<file path="src/hdl/sfg_pkg.sv">
//**********************************************************************
// Purpose: Constants and types for the flash section guard
// Assumes: 32-bit Avalon-MM slave, byte addresses
// Notes:   Lock fields hold one bit each, 1 = unprogrammed
//**********************************************************************
package sfg_pkg;

    localparam int ADDR_W = 15;
    localparam int BUS_AW = 4;
    localparam int EV_W   = 3;

    // ******************************************************************
    // Register byte offsets
    // ******************************************************************
    localparam logic [BUS_AW-1:0] REG_CTRL     = 4'h0;
    localparam logic [BUS_AW-1:0] REG_STATUS   = 4'h4;
    localparam logic [BUS_AW-1:0] REG_IRQ_STAT = 4'h8;
    localparam logic [BUS_AW-1:0] REG_IRQ_MASK = 4'hC;

    // ******************************************************************
    // Field positions
    // ******************************************************************
    localparam int CTRL_CLR_BUSY = 0;
    localparam int STAT_BUSY     = 0;
    localparam int STAT_RWW_OP   = 1;
    localparam int STAT_HALT_OP  = 2;
    localparam int STAT_LOCK_LSB = 4;
    localparam int LK_APP_LOW    = 0;
    localparam int LK_APP_HIGH   = 1;
    localparam int LK_LDR_LOW    = 2;
    localparam int LK_LDR_HIGH   = 3;
    localparam int EV_DONE       = 0;
    localparam int EV_STORE_REF  = 1;
    localparam int EV_LOAD_REF   = 2;

    localparam logic [3:0]  LOCK_UNPROG = 4'hF;
    localparam logic [31:0] RD_ZERO     = 32'h0000_0000;

    typedef enum logic [1:0] {
        ST_IDLE      = 2'b00,
        ST_PROG_RWW  = 2'b01,
        ST_PROG_HALT = 2'b10
    } sfg_state_t;

    typedef enum logic [1:0] {
        SK_BUFFER  = 2'b00,
        SK_ERASE   = 2'b01,
        SK_WRITE   = 2'b10,
        SK_LOCKSET = 2'b11
    } sfg_kind_t;

endpackage : sfg_pkg

</file>
<file path="src/hdl/sfg_guard.sv">
//**********************************************************************
// Purpose: Section guard and stall control for flash self-programming
// Assumes: Core requests are one-cycle pulses on sys_clk
// Notes:   Fuse pins are synchronised; lock bits clear only on erase or reset
//**********************************************************************
//
// Decided for this implementation: the Avalon-MM register port and the register offsets.
`timescale 1ns/1ns

module sfg_guard
    import sfg_pkg::*;
#(
    parameter int                FLASH_WORDS = 32768,
    parameter logic [ADDR_W-1:0] HALT_START  = 15'h7000,
    parameter int                LDR_SIZE0   = 4096,
    parameter int                LDR_SIZE1   = 2048,
    parameter int                LDR_SIZE2   = 1024,
    parameter int                LDR_SIZE3   = 512,
    parameter int                PROG_CYCLES = 16,
    parameter int                CNT_W       = 16
) (
    input  wire logic              sys_clk,
    input  wire logic              rstn,
    input  wire logic [BUS_AW-1:0] avsAddress,
    input  wire logic              avsRead,
    input  wire logic              avsWrite,
    input  wire logic [31:0]       avsWriteData,
    output logic      [31:0]       avsReadData,
    output logic                   avsWaitRequest,
    output logic                   irq,
    input  wire logic [1:0]        loaderSizeFuses,
    input  wire logic              storeReq,
    input  wire logic [1:0]        storeKind,
    input  wire logic [ADDR_W-1:0] storePc,
    input  wire logic [ADDR_W-1:0] storeAddr,
    input  wire logic [3:0]        storeLockData,
    output logic                   storeAccept,
    output logic                   storeRefuse,
    input  wire logic              loadReq,
    input  wire logic [ADDR_W-1:0] loadPc,
    input  wire logic [ADDR_W-1:0] loadAddr,
    output logic                   loadGrant,
    output logic                   loadRefuse,
    input  wire logic [ADDR_W-1:0] execPc,
    input  wire logic              vecInLoader,
    output logic                   intSuppress,
    input  wire logic              progLockWe,
    input  wire logic [3:0]        progLockData,
    input  wire logic              chipErase,
    output logic                   flashEraseGo,
    output logic                   flashWriteGo,
    output logic      [ADDR_W-1:0] flashOpAddr,
    output logic                   coreStall,
    output logic                   rwwBlocked
);

    // ******************************************************************
    // State
    // ******************************************************************
    typedef struct packed {
        sfg_state_t        st;
        logic [CNT_W-1:0]  cnt;
        logic              busy;
        logic [ADDR_W-1:0] opAddr;
        logic [3:0]        lock;
        logic [1:0]        fuseMeta;
        logic [1:0]        fuseSync;
        logic [EV_W-1:0]   irqStat;
        logic [EV_W-1:0]   irqMask;
        logic [31:0]       rdData;
        logic              pend;
        logic              storeOk;
        logic              storeRef;
        logic              loadOk;
        logic              loadRef;
        logic              eraseGo;
        logic              writeGo;
    } sfg_regs_t;

    sfg_regs_t r_reg;
    sfg_regs_t r_next;

    // ******************************************************************
    // Section decode
    // ******************************************************************
    // Border sits at the top of flash; a wider fuse code shrinks it
    function automatic logic [ADDR_W:0] ldrBase(
        input logic [1:0] f
    );
        int sz;
        unique case (f)
            2'b00:   sz = LDR_SIZE0;
            2'b01:   sz = LDR_SIZE1;
            2'b10:   sz = LDR_SIZE2;
            default: sz = LDR_SIZE3;
        endcase
        return (ADDR_W+1)'(FLASH_WORDS - sz);
    endfunction : ldrBase

    function automatic logic inLdr(
        input logic [ADDR_W-1:0] a,
        input logic [1:0]        f
    );
        return {1'b0, a} >= ldrBase(f);
    endfunction : inLdr

    // Loader sizes never exceed the halting part, so it nests inside
    function automatic logic inHalt(
        input logic [ADDR_W-1:0] a
    );
        return a >= HALT_START;
    endfunction : inHalt

    logic fuseIdle;
    logic sFromLdr;
    logic sTgtLdr;
    logic sLocked;
    logic sGo;
    logic lFromLdr;
    logic lTgtLdr;
    logic lLockRef;
    logic lBlockRef;
    logic busAct;

    always_comb begin
        fuseIdle  = r_reg.st == ST_IDLE;
        sFromLdr  = inLdr(storePc, r_reg.fuseSync);
        sTgtLdr   = inLdr(storeAddr, r_reg.fuseSync);
        // Mode 2 and 3 of each pair have the low bit programmed
        sLocked   = sTgtLdr ? ~r_reg.lock[LK_LDR_LOW]
                            : ~r_reg.lock[LK_APP_LOW];
        // No general lock term here by design
        sGo = storeReq && fuseIdle && sFromLdr
            && (storeKind == SK_BUFFER
                || storeKind == SK_LOCKSET
                || !sLocked);
        lFromLdr  = inLdr(loadPc, r_reg.fuseSync);
        lTgtLdr   = inLdr(loadAddr, r_reg.fuseSync);
        lLockRef  = (lFromLdr && !lTgtLdr
                     && !r_reg.lock[LK_APP_HIGH])
                 || (!lFromLdr && lTgtLdr
                     && !r_reg.lock[LK_LDR_HIGH]);
        // Refusal guards the core even if software strays into it
        lBlockRef = r_reg.st == ST_PROG_HALT
                 || (r_reg.busy && !inHalt(loadAddr));
        busAct    = avsRead || avsWrite;
    end

    // ******************************************************************
    // Next state
    // ******************************************************************
    always_comb begin
        logic [31:0]     rd;
        logic [EV_W-1:0] ev;
        logic            clrBusy;
        rd      = RD_ZERO;
        ev      = '0;
        clrBusy = 1'b0;
        r_next  = r_reg;
        r_next.fuseMeta = loaderSizeFuses;
        r_next.fuseSync = r_reg.fuseMeta;
        r_next.storeOk  = 1'b0;
        r_next.storeRef = 1'b0;
        r_next.loadOk   = 1'b0;
        r_next.loadRef  = 1'b0;
        r_next.eraseGo  = 1'b0;
        r_next.writeGo  = 1'b0;

        // Two-cycle slave: data latched first, handed over second
        if (busAct && !r_reg.pend) begin
            r_next.pend = 1'b1;
            unique case (avsAddress)
                REG_STATUS: begin
                    rd[STAT_BUSY]    = r_reg.busy;
                    rd[STAT_RWW_OP]  = r_reg.st == ST_PROG_RWW;
                    rd[STAT_HALT_OP] = r_reg.st == ST_PROG_HALT;
                    rd[STAT_LOCK_LSB +: 4] = r_reg.lock;
                end
                REG_IRQ_STAT: rd[EV_W-1:0] = r_reg.irqStat;
                REG_IRQ_MASK: rd[EV_W-1:0] = r_reg.irqMask;
                default:      rd = RD_ZERO;
            endcase
            r_next.rdData = rd;
        end else begin
            r_next.pend = 1'b0;
        end

        if (r_reg.pend && avsWrite) begin
            unique case (avsAddress)
                REG_CTRL:
                    clrBusy = avsWriteData[CTRL_CLR_BUSY];
                REG_IRQ_MASK:
                    r_next.irqMask = avsWriteData[EV_W-1:0];
                default: ;
            endcase
        end

        // Re-enable is ignored while an operation still runs
        if (clrBusy && fuseIdle)
            r_next.busy = 1'b0;

        // Programming countdown
        if (!fuseIdle) begin
            if (r_reg.cnt == '0) begin
                r_next.st   = ST_IDLE;
                ev[EV_DONE] = 1'b1;
            end else begin
                r_next.cnt = r_reg.cnt - CNT_W'(1);
            end
        end

        // Store handling
        if (sGo) begin
            r_next.storeOk = 1'b1;
            unique case (storeKind)
                SK_BUFFER: r_next.busy = 1'b0;
                SK_LOCKSET:
                    r_next.lock = r_reg.lock & storeLockData;
                default: begin
                    r_next.opAddr  = storeAddr;
                    r_next.cnt     = CNT_W'(PROG_CYCLES - 1);
                    r_next.eraseGo = storeKind == SK_ERASE;
                    r_next.writeGo = storeKind == SK_WRITE;
                    if (inHalt(storeAddr)) begin
                        r_next.st = ST_PROG_HALT;
                    end else begin
                        r_next.st   = ST_PROG_RWW;
                        r_next.busy = 1'b1;
                    end
                end
            endcase
        end else if (storeReq) begin
            r_next.storeRef    = 1'b1;
            ev[EV_STORE_REF]   = 1'b1;
        end

        // Load handling
        if (loadReq) begin
            if (lLockRef || lBlockRef) begin
                r_next.loadRef   = 1'b1;
                ev[EV_LOAD_REF]  = 1'b1;
            end else begin
                r_next.loadOk = 1'b1;
            end
        end

        if (progLockWe)
            r_next.lock = r_next.lock & progLockData;
        if (chipErase)
            r_next.lock = LOCK_UNPROG;

        // Events win over a clear in the same cycle
        if (r_reg.pend && avsWrite && avsAddress == REG_IRQ_STAT)
            r_next.irqStat = r_reg.irqStat & ~avsWriteData[EV_W-1:0];
        r_next.irqStat = r_next.irqStat | ev;
    end

    always_ff @(posedge sys_clk or negedge rstn) begin
        if (!rstn) begin
            r_reg <= '{st: ST_IDLE, lock: LOCK_UNPROG, default: '0};
        end else begin
            r_reg <= r_next;
        end
    end

    // ******************************************************************
    // Outputs
    // ******************************************************************
    assign avsWaitRequest = busAct && !r_reg.pend;
    assign avsReadData    = r_reg.rdData;
    assign irq            = |(r_reg.irqStat & r_reg.irqMask);
    assign storeAccept    = r_reg.storeOk;
    assign storeRefuse    = r_reg.storeRef;
    assign loadGrant      = r_reg.loadOk;
    assign loadRefuse     = r_reg.loadRef;
    assign flashEraseGo   = r_reg.eraseGo;
    assign flashWriteGo   = r_reg.writeGo;
    assign flashOpAddr    = r_reg.opAddr;
    assign coreStall      = r_reg.st == ST_PROG_HALT;
    assign rwwBlocked     = r_reg.busy;
    assign intSuppress =
        (!r_reg.lock[LK_APP_HIGH] && vecInLoader
         && !inLdr(execPc, r_reg.fuseSync))
     || (!r_reg.lock[LK_LDR_HIGH] && !vecInLoader
         && inLdr(execPc, r_reg.fuseSync));
endmodule : sfg_guard

</file>
<file path="config.mk">
export PLATFORM = sky130hd
export DESIGN_NAME = sfg_guard
export DESIGN_NICKNAME = d
export VERILOG_FILES = /design/src/hdl/sfg_pkg.sv /design/src/hdl/sfg_guard.sv
export SDC_FILE = /design/constraint.sdc
export NUM_CORES = 1
export LEC_CHECK = 0
export ABC_AREA = 1
export BUFFER_PORTS_ARGS = -buffer_cell sky130_fd_sc_hd__buf_4
export CORE_UTILIZATION = 31
export DETAILED_ROUTE_END_ITERATION = 7
export PLACE_DENSITY_LB_ADDON = 0.1
export SLEW_MARGIN = 20
export SYNTH_ARGS = -nofsm -noshare
export SYNTH_HDL_FRONTEND = slang
export SYNTH_SLANG_ARGS = --single-unit
</file>
<file path="constraint.sdc">
create_clock -name sys_clk -period 3.5 [get_ports sys_clk]
set_input_delay 0.525 -clock sys_clk [delete_from_list [all_inputs] [get_ports sys_clk]]
set_output_delay 0.525 -clock sys_clk [all_outputs]
set_load 0.01 [all_outputs]
</file>
==> run metrics, run 1 <==
outcome finished, final reports clean; Synth async-reset ratio 1.00; post-route ant nets 0; Max Cap Viol 0; EDFF count, synth 0; vias ~4,000; DR vias/cell 4.45; FF/Latch Area 0.00156 mm2; Synth area leader dfrtp_1; total track usage 0.157; Final Skew 0.0119 ns; Seq/Total Area, Yosys 0.346; ANT cells 0; dpl hpwl 8630 um; # setup viols final 0; Switching Fraction 0.365; Die Area 0.0150 mm2; Pwr Density around 560 mW/mm2; largest net degree at the start of global routing 63; Gate power share 0.359; static leakage about 3.1 nW; RSZ-0062 raised after global routing false; WS Path Type reg2out; Slew Limit Fails 0; setup tns final 0 ns; P_int 0.00204 W; clock sinks 62; CP Launch Type flip-flop; crit end category output port; relative slew slack 0.457; DRC Markers 0; clock buffer count from CTS 9; Post CTS Setup Buffer Count 0; Crit Path Max Fanout 10; Area growth, synth to finish 27.2%; Avg Cell Area, Syn approximately 7.6 um2; cts hold-fix bufs 0; Detailed Routing Iterations Pass 1 5; Synth Cell Area 0.00450 mm2; clock network power share 0.278; vias in the first global route 3,863; Top FF cell, synth dfrtp_1; Placement Rows 43; clock transition at the registers of the reported paths 0.05 ns; Core ar. roughly 0.014 mm2; Final Critical Period 3.04 ns; Period Utilization, post-route 0.870; Post-Route WL roughly 11,000 um; port bufs 135; area of the multi-input gates 0.00234 mm2; CTS tree done; Initial Util 0.321; Fillers 1,477; first-pass GRT wire length between 15,000 and 20,000 um; # nets final 875; Die Width 123 um; post_cts resized 0; flop-to-flop setup slack 0.52 ns; met2 wire length 5180 um; DR top layer met4; Synth top cells by count nand2_1 (121), nor2_1 (79), inv_1 (60); top-count cell post-synth nand2_1; ranking of synthesized cells by area dfrtp_1 (32%), nand2_1 (10%), buf_4 (8.0%), ha_1 (7.8%), nor2_1 (6.6%); WL met1 4990 um; 1st-iter DRT viols 168; post-synth cell types 38; Max Buffers Root-to-Sink 2; clk_lat worst skew ~0.33 ns; RD Place Congestion ~0.8; Power, Total 0.00321 W; final hold violations 0; WP data required 2.97 ns; CTS H-tree depth 3; grt ovf 0; Worst VDD drop 268 uV; Finished Layout Cells 900; Syn. warnings 0; Hold Crit Class in2async; initial antenna violation count 0; IO Pins 190; FMAX around 330 MHz; WL met3 678 um; Reg power frac 0.362; Placed Cells 884; Slew @ Worst Pin 0.815 ns; Post-Syn Instances slightly below 600; Clock Root Buffer clkbuf_16; DR WL/cell 12.2 um; register bit count reported by yosys 62; switching power of the nets 0.00117 W; fraction of layout cells with a size suffix above 1 0.294; post-synth top area share 0.322; die span in y 123 um; Finished Core Util 0.408; number of flip-flops in the largest register 31; critical path data arrival time 2.52 ns
[per-stage QoR]
stage / hold WS, ns / worst slack, ns / instance area, um2
finish: 0.296 / 0.457 / 5730
global route: 0.287 / 0.182 / 5730
CTS: 0.289 / 0.395 / 5730
detailed placement: 0.342 / 0.449 / 5430
global placement: 0.332 / 0.499 / 5430
floorplan: 0.229 / 1.15 / 4620
[power groups by stage]
stage | Clock [W] | Combinational, W | Sequential, W
after floorplan | 0 | 0.000918 | 0.00112
after global placement | 0 | 0.00115 | 0.00117
after detailed placement | 0 | 0.00117 | 0.00117
after CTS | 0.000920 | 0.00118 | 0.00117
after global routing | 0.000961 | 0.00132 | 0.00120
final | 0.000894 | 0.00115 | 0.00116
[cell type report]
type,instances,share of cell area
clock buffer,9,0.0393
multi-input combinational,431,0.409
inverter,75,0.0491
sequential,62,0.272
tap,180,0.0393
timing repair buffer,136,0.178
clock inverter,7,0.0129
[per-layer routing]
metal	up-vias	track usage
li1	2057	-
met1	1833	0.200
met2	105	0.256
met3	11	0.0474
met4	0	0.0450
met5	-	0
[worst paths after layout]
check                                   start     endpoint  cells past startpoint
min in group sys_clk       loaderSizeFuses[1]   r_next[46]                      1
max in group asynchronous                rstn    r_reg[46]                      1
hold reg to reg                    r_next[46]    r_reg[46]                      0
setup / recovery                    r_reg[46]  intSuppress                     12
setup reg to reg                    r_reg[46]    r_reg[79]                     14
hold / removal                           rstn    r_reg[77]                      1
[worst max-delay path: stages (launching register included)]
cell and delay (ns):
dfrtp_1 0.39, nand2_1 0.08, ha_1 0.21, nand2_2 0.18
inv_1 0.22, ha_1 0.36, nand2_1 0.05, nor2_1 0.14
nand4_1 0.11, nand3_1 0.17, nand2_1 0.06, o21ai_0 0.08
buf_4 0.15
[cells by family after synthesis]
group           after synthesis  synth area share
xor+xnor                      7            0.0136
buf+inv                     131             0.160
mux                           3           0.00750
other cells                   1          0.000833
flops                        62             0.346
fa+ha+maj                    28            0.0778
simple gates                312             0.332
compound gates               48            0.0620
[placed cells by master, fill, tap and decap left out, drive strengths merged, types with 5 or more instances in the layout]
| cell type | n |
|---|---|
| a21boi | 5 |
| a21oi | 16 |
| buf | 136 |
| clkbuf | 9 |
| clkinv | 5 |
| conb | 33 |
| dfrtp | 58 |
| ha | 28 |
| inv | 75 |
| nand2 | 147 |
| nand3 | 42 |
| nand3b | 5 |
| nand4 | 22 |
| nor2 | 81 |
| nor3 | 7 |
| o21ai | 21 |
| o21bai | 5 |
No activity file was read; power rests on OpenSTA's default activity.
==> run 2: changes to the inputs <==
==> constraint.sdc (replaced) <==
create_clock -name sys_clk -period 3.5 [get_ports sys_clk]
set_input_delay 0.7 -clock sys_clk [delete_from_list [all_inputs] [get_ports sys_clk]]
set_output_delay 0.7 -clock sys_clk [all_outputs]
set_load 0.01 [all_outputs]
==> run 2 against run 1 <==
Compared with the run above: die area stayed put; cell area is 0.85% higher; combinational power hardly changed; fmax is 4.9% lower; worst hold slack better by 0.058 ns; non-clock buffer count stayed put; worst setup slack worse by 0.16 ns; global-route usage is 0.060 points lower; sequential share of layout area is 0.23 points lower; utilization is 0.35 points higher; routed wire length is 1.1% higher; clock power is 17% higher.
==> run metrics, run 2 (synthesis gave the netlist of run 1 again) <==
outcome finished, final reports clean; Power, Total 0.00337 W (+4.9%); DR WL/cell 12.3 um (+1.1%); commonest non-fill, non-tap cell in the layout buf_4; vias 4,003 (-0.075%); # nets final 875 (unchanged); Switching Fraction 0.347 (-0.0183); clock transition at the registers of the reported paths 0.06 ns (about the same); critical-path cell list nand2_1, ha_1, nand2_2, inv_1, ha_1, nand2_1, nor2_1, nand4_1, nand3_1, nand2_1, o21ai_0, buf_4; Final Skew 0.00559 ns (-0.00635 ns); Final Critical Period 3.20 ns (+0.158 ns); Slew Limit Fails 0 (unchanged); critical path data arrival time 2.50 ns (-0.02 ns); Max Cap Viol 0 (unchanged); met2 wire length 5220 um (+0.73%); DRC Markers 0 (unchanged); die span in y 123 um (unchanged); WP data required 2.80 ns (-0.17 ns); cts hold-fix bufs 0 (unchanged); Die Area 0.0150 mm2 (unchanged); P_int 0.00220 W (+7.9%); grt ovf 0 (unchanged); Worst VDD drop 333 uV (+25%); port bufs 135 (unchanged); Max Buffers Root-to-Sink 2 (unchanged); clock buffer count from CTS 9 (unchanged); Finished Core Util 0.411 (+0.00348); Die Width 123 um (unchanged); FMAX 312 MHz (-4.9%); ANT cells 0 (unchanged); family with the most delay on the worst path simple AND/OR/NAND/NOR gates; # setup viols final 0 (unchanged); Detailed Routing Iterations Pass 1 4 (-1); CP bufs+invs 2 (unchanged); Worst path slowest cell dfrtp_1; Final WS setup 0.299 ns (-0.158 ns); switching power of the nets 0.00117 W (-0.37%); RD Place Congestion 0.815 (+1.1%); Area growth, synth to finish 28.3%; Fillers 1,479 (+0.14%); Placed Cells 884 (unchanged); total track usage 0.157 (-0.000596); first-pass GRT wire length 18,100 um (-0.72%); final hold violations 0 (unchanged); number of flip-flops in the largest register 31 (unchanged); Initial Util 0.321 (unchanged); post-route ant nets 0 (unchanged); crit end category output port; CP most frequent cell nand2_1; dpl ws 0.422 ns (-0.0274 ns); Post CTS Setup Buffer Count 0 (unchanged); CTS H-tree depth 3 (unchanged); Finished Layout Cells 900 (unchanged); Clock Root Buffer clkbuf_16; Period Utilization, post-route 0.915 (+0.0451); Gate power share 0.343 (-0.016); Core ar. 0.0140 mm2 (unchanged); initial antenna violation count 0 (unchanged); CP Launch Type flip-flop; DR vias/cell 4.45 (about the same); Hold Crit Class reg2reg; DR top layer met4; RSZ-0062 raised after global routing false; Placement Rows 43 (unchanged); 1st-iter DRT viols 162 (-3.6%); vias in the first global route 3,827 (-0.93%); clock sinks 62 (unchanged); IO Pins 190 (unchanged); Max stage delay on crit path 0.39 ns (about the same); Slew @ Worst Pin 0.847 ns (+0.0316 ns); post_cts resized 0 (unchanged); Reg power frac 0.346 (-0.016); static leakage 3.15 nW (+0.85%); fraction of layout cells with a size suffix above 1 0.294 (unchanged); largest net degree at the start of global routing 63 (unchanged); WL met3 648 um (-4.4%); dpl hpwl 8640 um (about the same); relative slew slack 0.431 (-0.0254); CTS tree done; Pwr Density 583 mW/mm2 (+4.0%); setup tns final 0 ns (unchanged); Post-Route WL 11,100 um (+1.1%); WL met1 5100 um (+2.1%); clk_lat worst skew 0.33 ns (about the same); Crit Path Max Fanout 10 (unchanged); commonest cells after routing, fill and taps aside buf_4 (136), nand2_1 (121), nor2_1 (79); clock network power share 0.311 (+0.033); WS Path Type reg2out
-- run 2: cell count changes in the layout (fill, tap and decap cells not counted), sizes merged --
cell | before | now
bufinv | 1 | 3
clkbuf | 9 | 10
clkinv | 5 | 4
inv | 75 | 74
clkinvlp | 1 | 0
-- run 2: path summary, 6_finish.rpt --
path                                 to  cells past startpoint       start  slack [ns]
setup reg to reg              r_reg[83]                     14   r_reg[46]        0.50
setup / recovery            intSuppress                     12   r_reg[46]        0.30
hold reg to reg               r_reg[46]                      0  r_next[46]        0.35
max in group asynchronous  flashWriteGo                      1        rstn        2.51
hold / removal                r_reg[46]                      0  r_next[46]        0.35
min in group asynchronous     r_reg[77]                      1        rstn        0.47
-- run 2: metrics by stage --
step                hold WS (ns)  area (um2)
floorplan                  0.331        4620
global placement           0.332        5430
detailed placement         0.342        5430
CTS                        0.356        5780
global route               0.362        5780
finish                     0.354        5780
-- run 2: layout make-up --
class                   count  area (um2)  area share
well taps                 180         225      0.0390
multi-input cells         431        2340       0.406
flip-flops and latches     62        1560       0.269
repair buffers            136        1020       0.177
inverters                  75         282      0.0487
clock inverters             6         109      0.0188
clock buffers              10         239      0.0414
-- run 2: routing by layer --
metal	track usage	vias to the layer above
met4	0.0450	0
li1	-	2056
met3	0.0395	12
met2	0.259	123
met1	0.201	1812
met5	0	-
-- run 2: power by group through the flow --
stage | Combinational, W | Clock [W] | Sequential (W)
after global routing | 0.00132 | 0.00110 | 0.00120
after CTS | 0.00118 | 0.00107 | 0.00117
after floorplan | 0.000918 | 0 | 0.00112
final | 0.00116 | 0.00105 | 0.00116
after global placement | 0.00115 | 0 | 0.00117
after detailed placement | 0.00118 | 0 | 0.00117
==> run 3: changes to the inputs <==
==> constraint.sdc (replaced) <==
create_clock -name sys_clk -period 3.5 [get_ports sys_clk]
set_input_delay 0.7 -clock sys_clk [delete_from_list [all_inputs] [get_ports sys_clk]]
set_output_delay 0.7 -clock sys_clk [all_outputs]
set_load 0.1 [all_outputs]
==> run 3 against run 2 <==
Compared with the run above: fmax shrank 1.3%; worst hold slack worse by 0.0077 ns; critical path depth is 2 lower; largest cell class unchanged.
==> run metrics, run 3 (synthesis gave the netlist of run 1 again) <==
outcome finished, final reports clean; Period Utilization, post-route 0.926 (+0.0116); clock sinks 62 (unchanged); GRT busiest layer met2; Slew Limit Fails 0 (unchanged); Die Width 123 um (unchanged); Worst VDD drop 399 uV (+20%); commonest cells after routing, fill and taps aside buf_4 (140), nand2_1 (121), nor2_1 (79); number of flip-flops in the largest register 31 (unchanged); CTS tree done; setup tns final 0 ns (unchanged); flop-to-flop setup slack 0.35 ns (-0.15 ns); Slew @ Worst Pin 0.798 ns (-0.0489 ns); DR WL/cell 12.1 um (-2.0%); clock transition at the registers of the reported paths 0.05 ns (about the same); initial antenna violation count 0 (unchanged); dpl hpwl 8430 um (-2.3%); CP Launch Type flip-flop; critical-path cell list nand2_1, ha_2, inv_2, or2_2, nand3_1, nor2_1, o31ai_1, nand3_1, o21ai_2, buf_6; WP data required 2.80 ns (about the same); fraction of layout cells with a size suffix above 1 0.302 (+0.00762); Die Area 0.0150 mm2 (unchanged); Hold Crit Class reg2reg; IO Pins 190 (unchanged); Finished Core Util 0.412 (+0.000713); Worst path slowest cell dfrtp_1; Crit Path Max Fanout 7 (-3); Detailed Routing Iterations Pass 1 4 (unchanged); FMAX 308 MHz (-1.3%); CP most frequent cell nand3_1; Clock Root Buffer clkbuf_16; Power, Total 0.00417 W (+24%); relative slew slack 0.468 (+0.0369); largest net degree at the start of global routing 63 (unchanged); DRC Markers 0 (unchanged); ANT cells 0 (unchanged); RSZ-0062 raised after global routing false; M2 GR Usage 0.257 (-0.00176); Max Cap Viol 0 (unchanged); Max Buffers Root-to-Sink 2 (unchanged); Final Critical Period 3.24 ns (+0.0408 ns); # nets final 880 (+0.57%); Core ar. 0.0140 mm2 (unchanged); Max stage delay on crit path 0.41 ns (+0.02 ns); worst-case reg-to-reg path depth 15 (+1); Initial Util 0.321 (unchanged); commonest non-fill, non-tap cell in the layout buf_4; RD Place Congestion 0.851 (+4.4%); clock buffer count from CTS 9 (unchanged); post-route ant nets 0 (unchanged); clk_lat worst skew 0.33 ns (about the same); first-pass GRT wire length 18,200 um (+0.11%); WS Path Type reg2out; static leakage 3.15 nW (-0.24%); CTS H-tree depth 3 (unchanged); Area growth, synth to finish 28.5%; Placement Rows 43 (unchanged); hold_sp r_next[46]; port bufs 135 (unchanged); Hold Path Sink r_reg[46]; grt ovf 0 (unchanged); GRT met3 Usage 0.0441 (+0.00465); Pwr Density 720 mW/mm2 (+23%); # setup viols final 0 (unchanged); vias in the first global route 3,922 (+2.5%); vias 3,970 (-0.82%); routing usage on met1 0.197 (-0.00342); Final Skew 0.00567 ns (+0.0000739 ns); r2r endpoint r_reg[79]; R2R Path Start r_reg[46]; DR vias/cell 4.39 (-1.4%); die span in y 123 um (unchanged); hold depth 0 (unchanged); Post-Route WL 10,900 um (-1.4%); total track usage 0.158 (+0.000947); critical path data arrival time 2.54 ns (+0.04 ns); final hold violations 0 (unchanged); 1st-iter DRT viols 177 (+9.3%); CP Launch Point r_reg[46]; crit end category output port
run 3: layout make-up:
type,instances,area [um2]
sequential,62,1560
multi-input combinational,431,2360
clock buffer,11,243
tap,180,225
fill,1476,8260
inverter,75,285
clock inverter,5,58.8
timing repair buffer,141,1060
run 3: worst max-delay path by stage:
stage | slack [ns] | endpoint
2_1_floorplan | 0.41 | intSuppress
3_3_place_gp | 0.29 | r_reg[83]
3_5_place_dp | 0.26 | r_reg[79]
4_1_cts | 0.002 | intSuppress
5_1_grt | 0.02 | intSuppress
6_report | 0.26 | intSuppress
run 3: timing repair:
item / CTS / global route
endpoints found under the setup margin: 0 / 2
hold buffers: 0 / 0
resized for setup: 0 / 4
setup buffers: 0 / 3
run 3: power breakdown:
| part | leakage (nW) | switching, W | internal [W] |
|---|---|---|---|
| Clock | 0.142 | 0.000332 | 0.000570 |
| Sequential | 0.763 | 0.000216 | 0.000944 |
| Combinational | 2.24 | 0.00155 | 0.000557 |
| Total | 3.15 | 0.00210 | 0.00207 |
run 3: per-stage QoR:
stage | area, um2 | hold slack (ns) | std cells | setup slack, ns
2_1_floorplan | 4630 | 0.331 | 624 | 0.414
3_3_place_gp | 5450 | 0.334 | 886 | 0.288
3_5_place_dp | 5450 | 0.336 | 886 | 0.264
4_1_cts | 5750 | 0.347 | 902 | 0.00172
5_1_grt | 5790 | 0.358 | 905 | 0.0192
6_report | 5790 | 0.346 | 905 | 0.258
run 3: metal layers:
metal,vias to the layer above,part of all wire
li1,2073,-
met1,1753,0.46
met2,127,0.46
met3,17,0.064
met4,0,0.020
met5,-,0
run 3: worst max-delay path: cells and delay by family (launching register included):
| kind | cells | cell delay [ns] |
|---|---|---|
| flip-flops | 1 | 0.41 |
| adder cells (fa/ha/maj) | 1 | 0.38 |
| AND/OR/NAND/NOR | 5 | 0.71 |
| AO/OA/AOI/OAI | 2 | 0.36 |
| buffers and inverters | 2 | 0.34 |
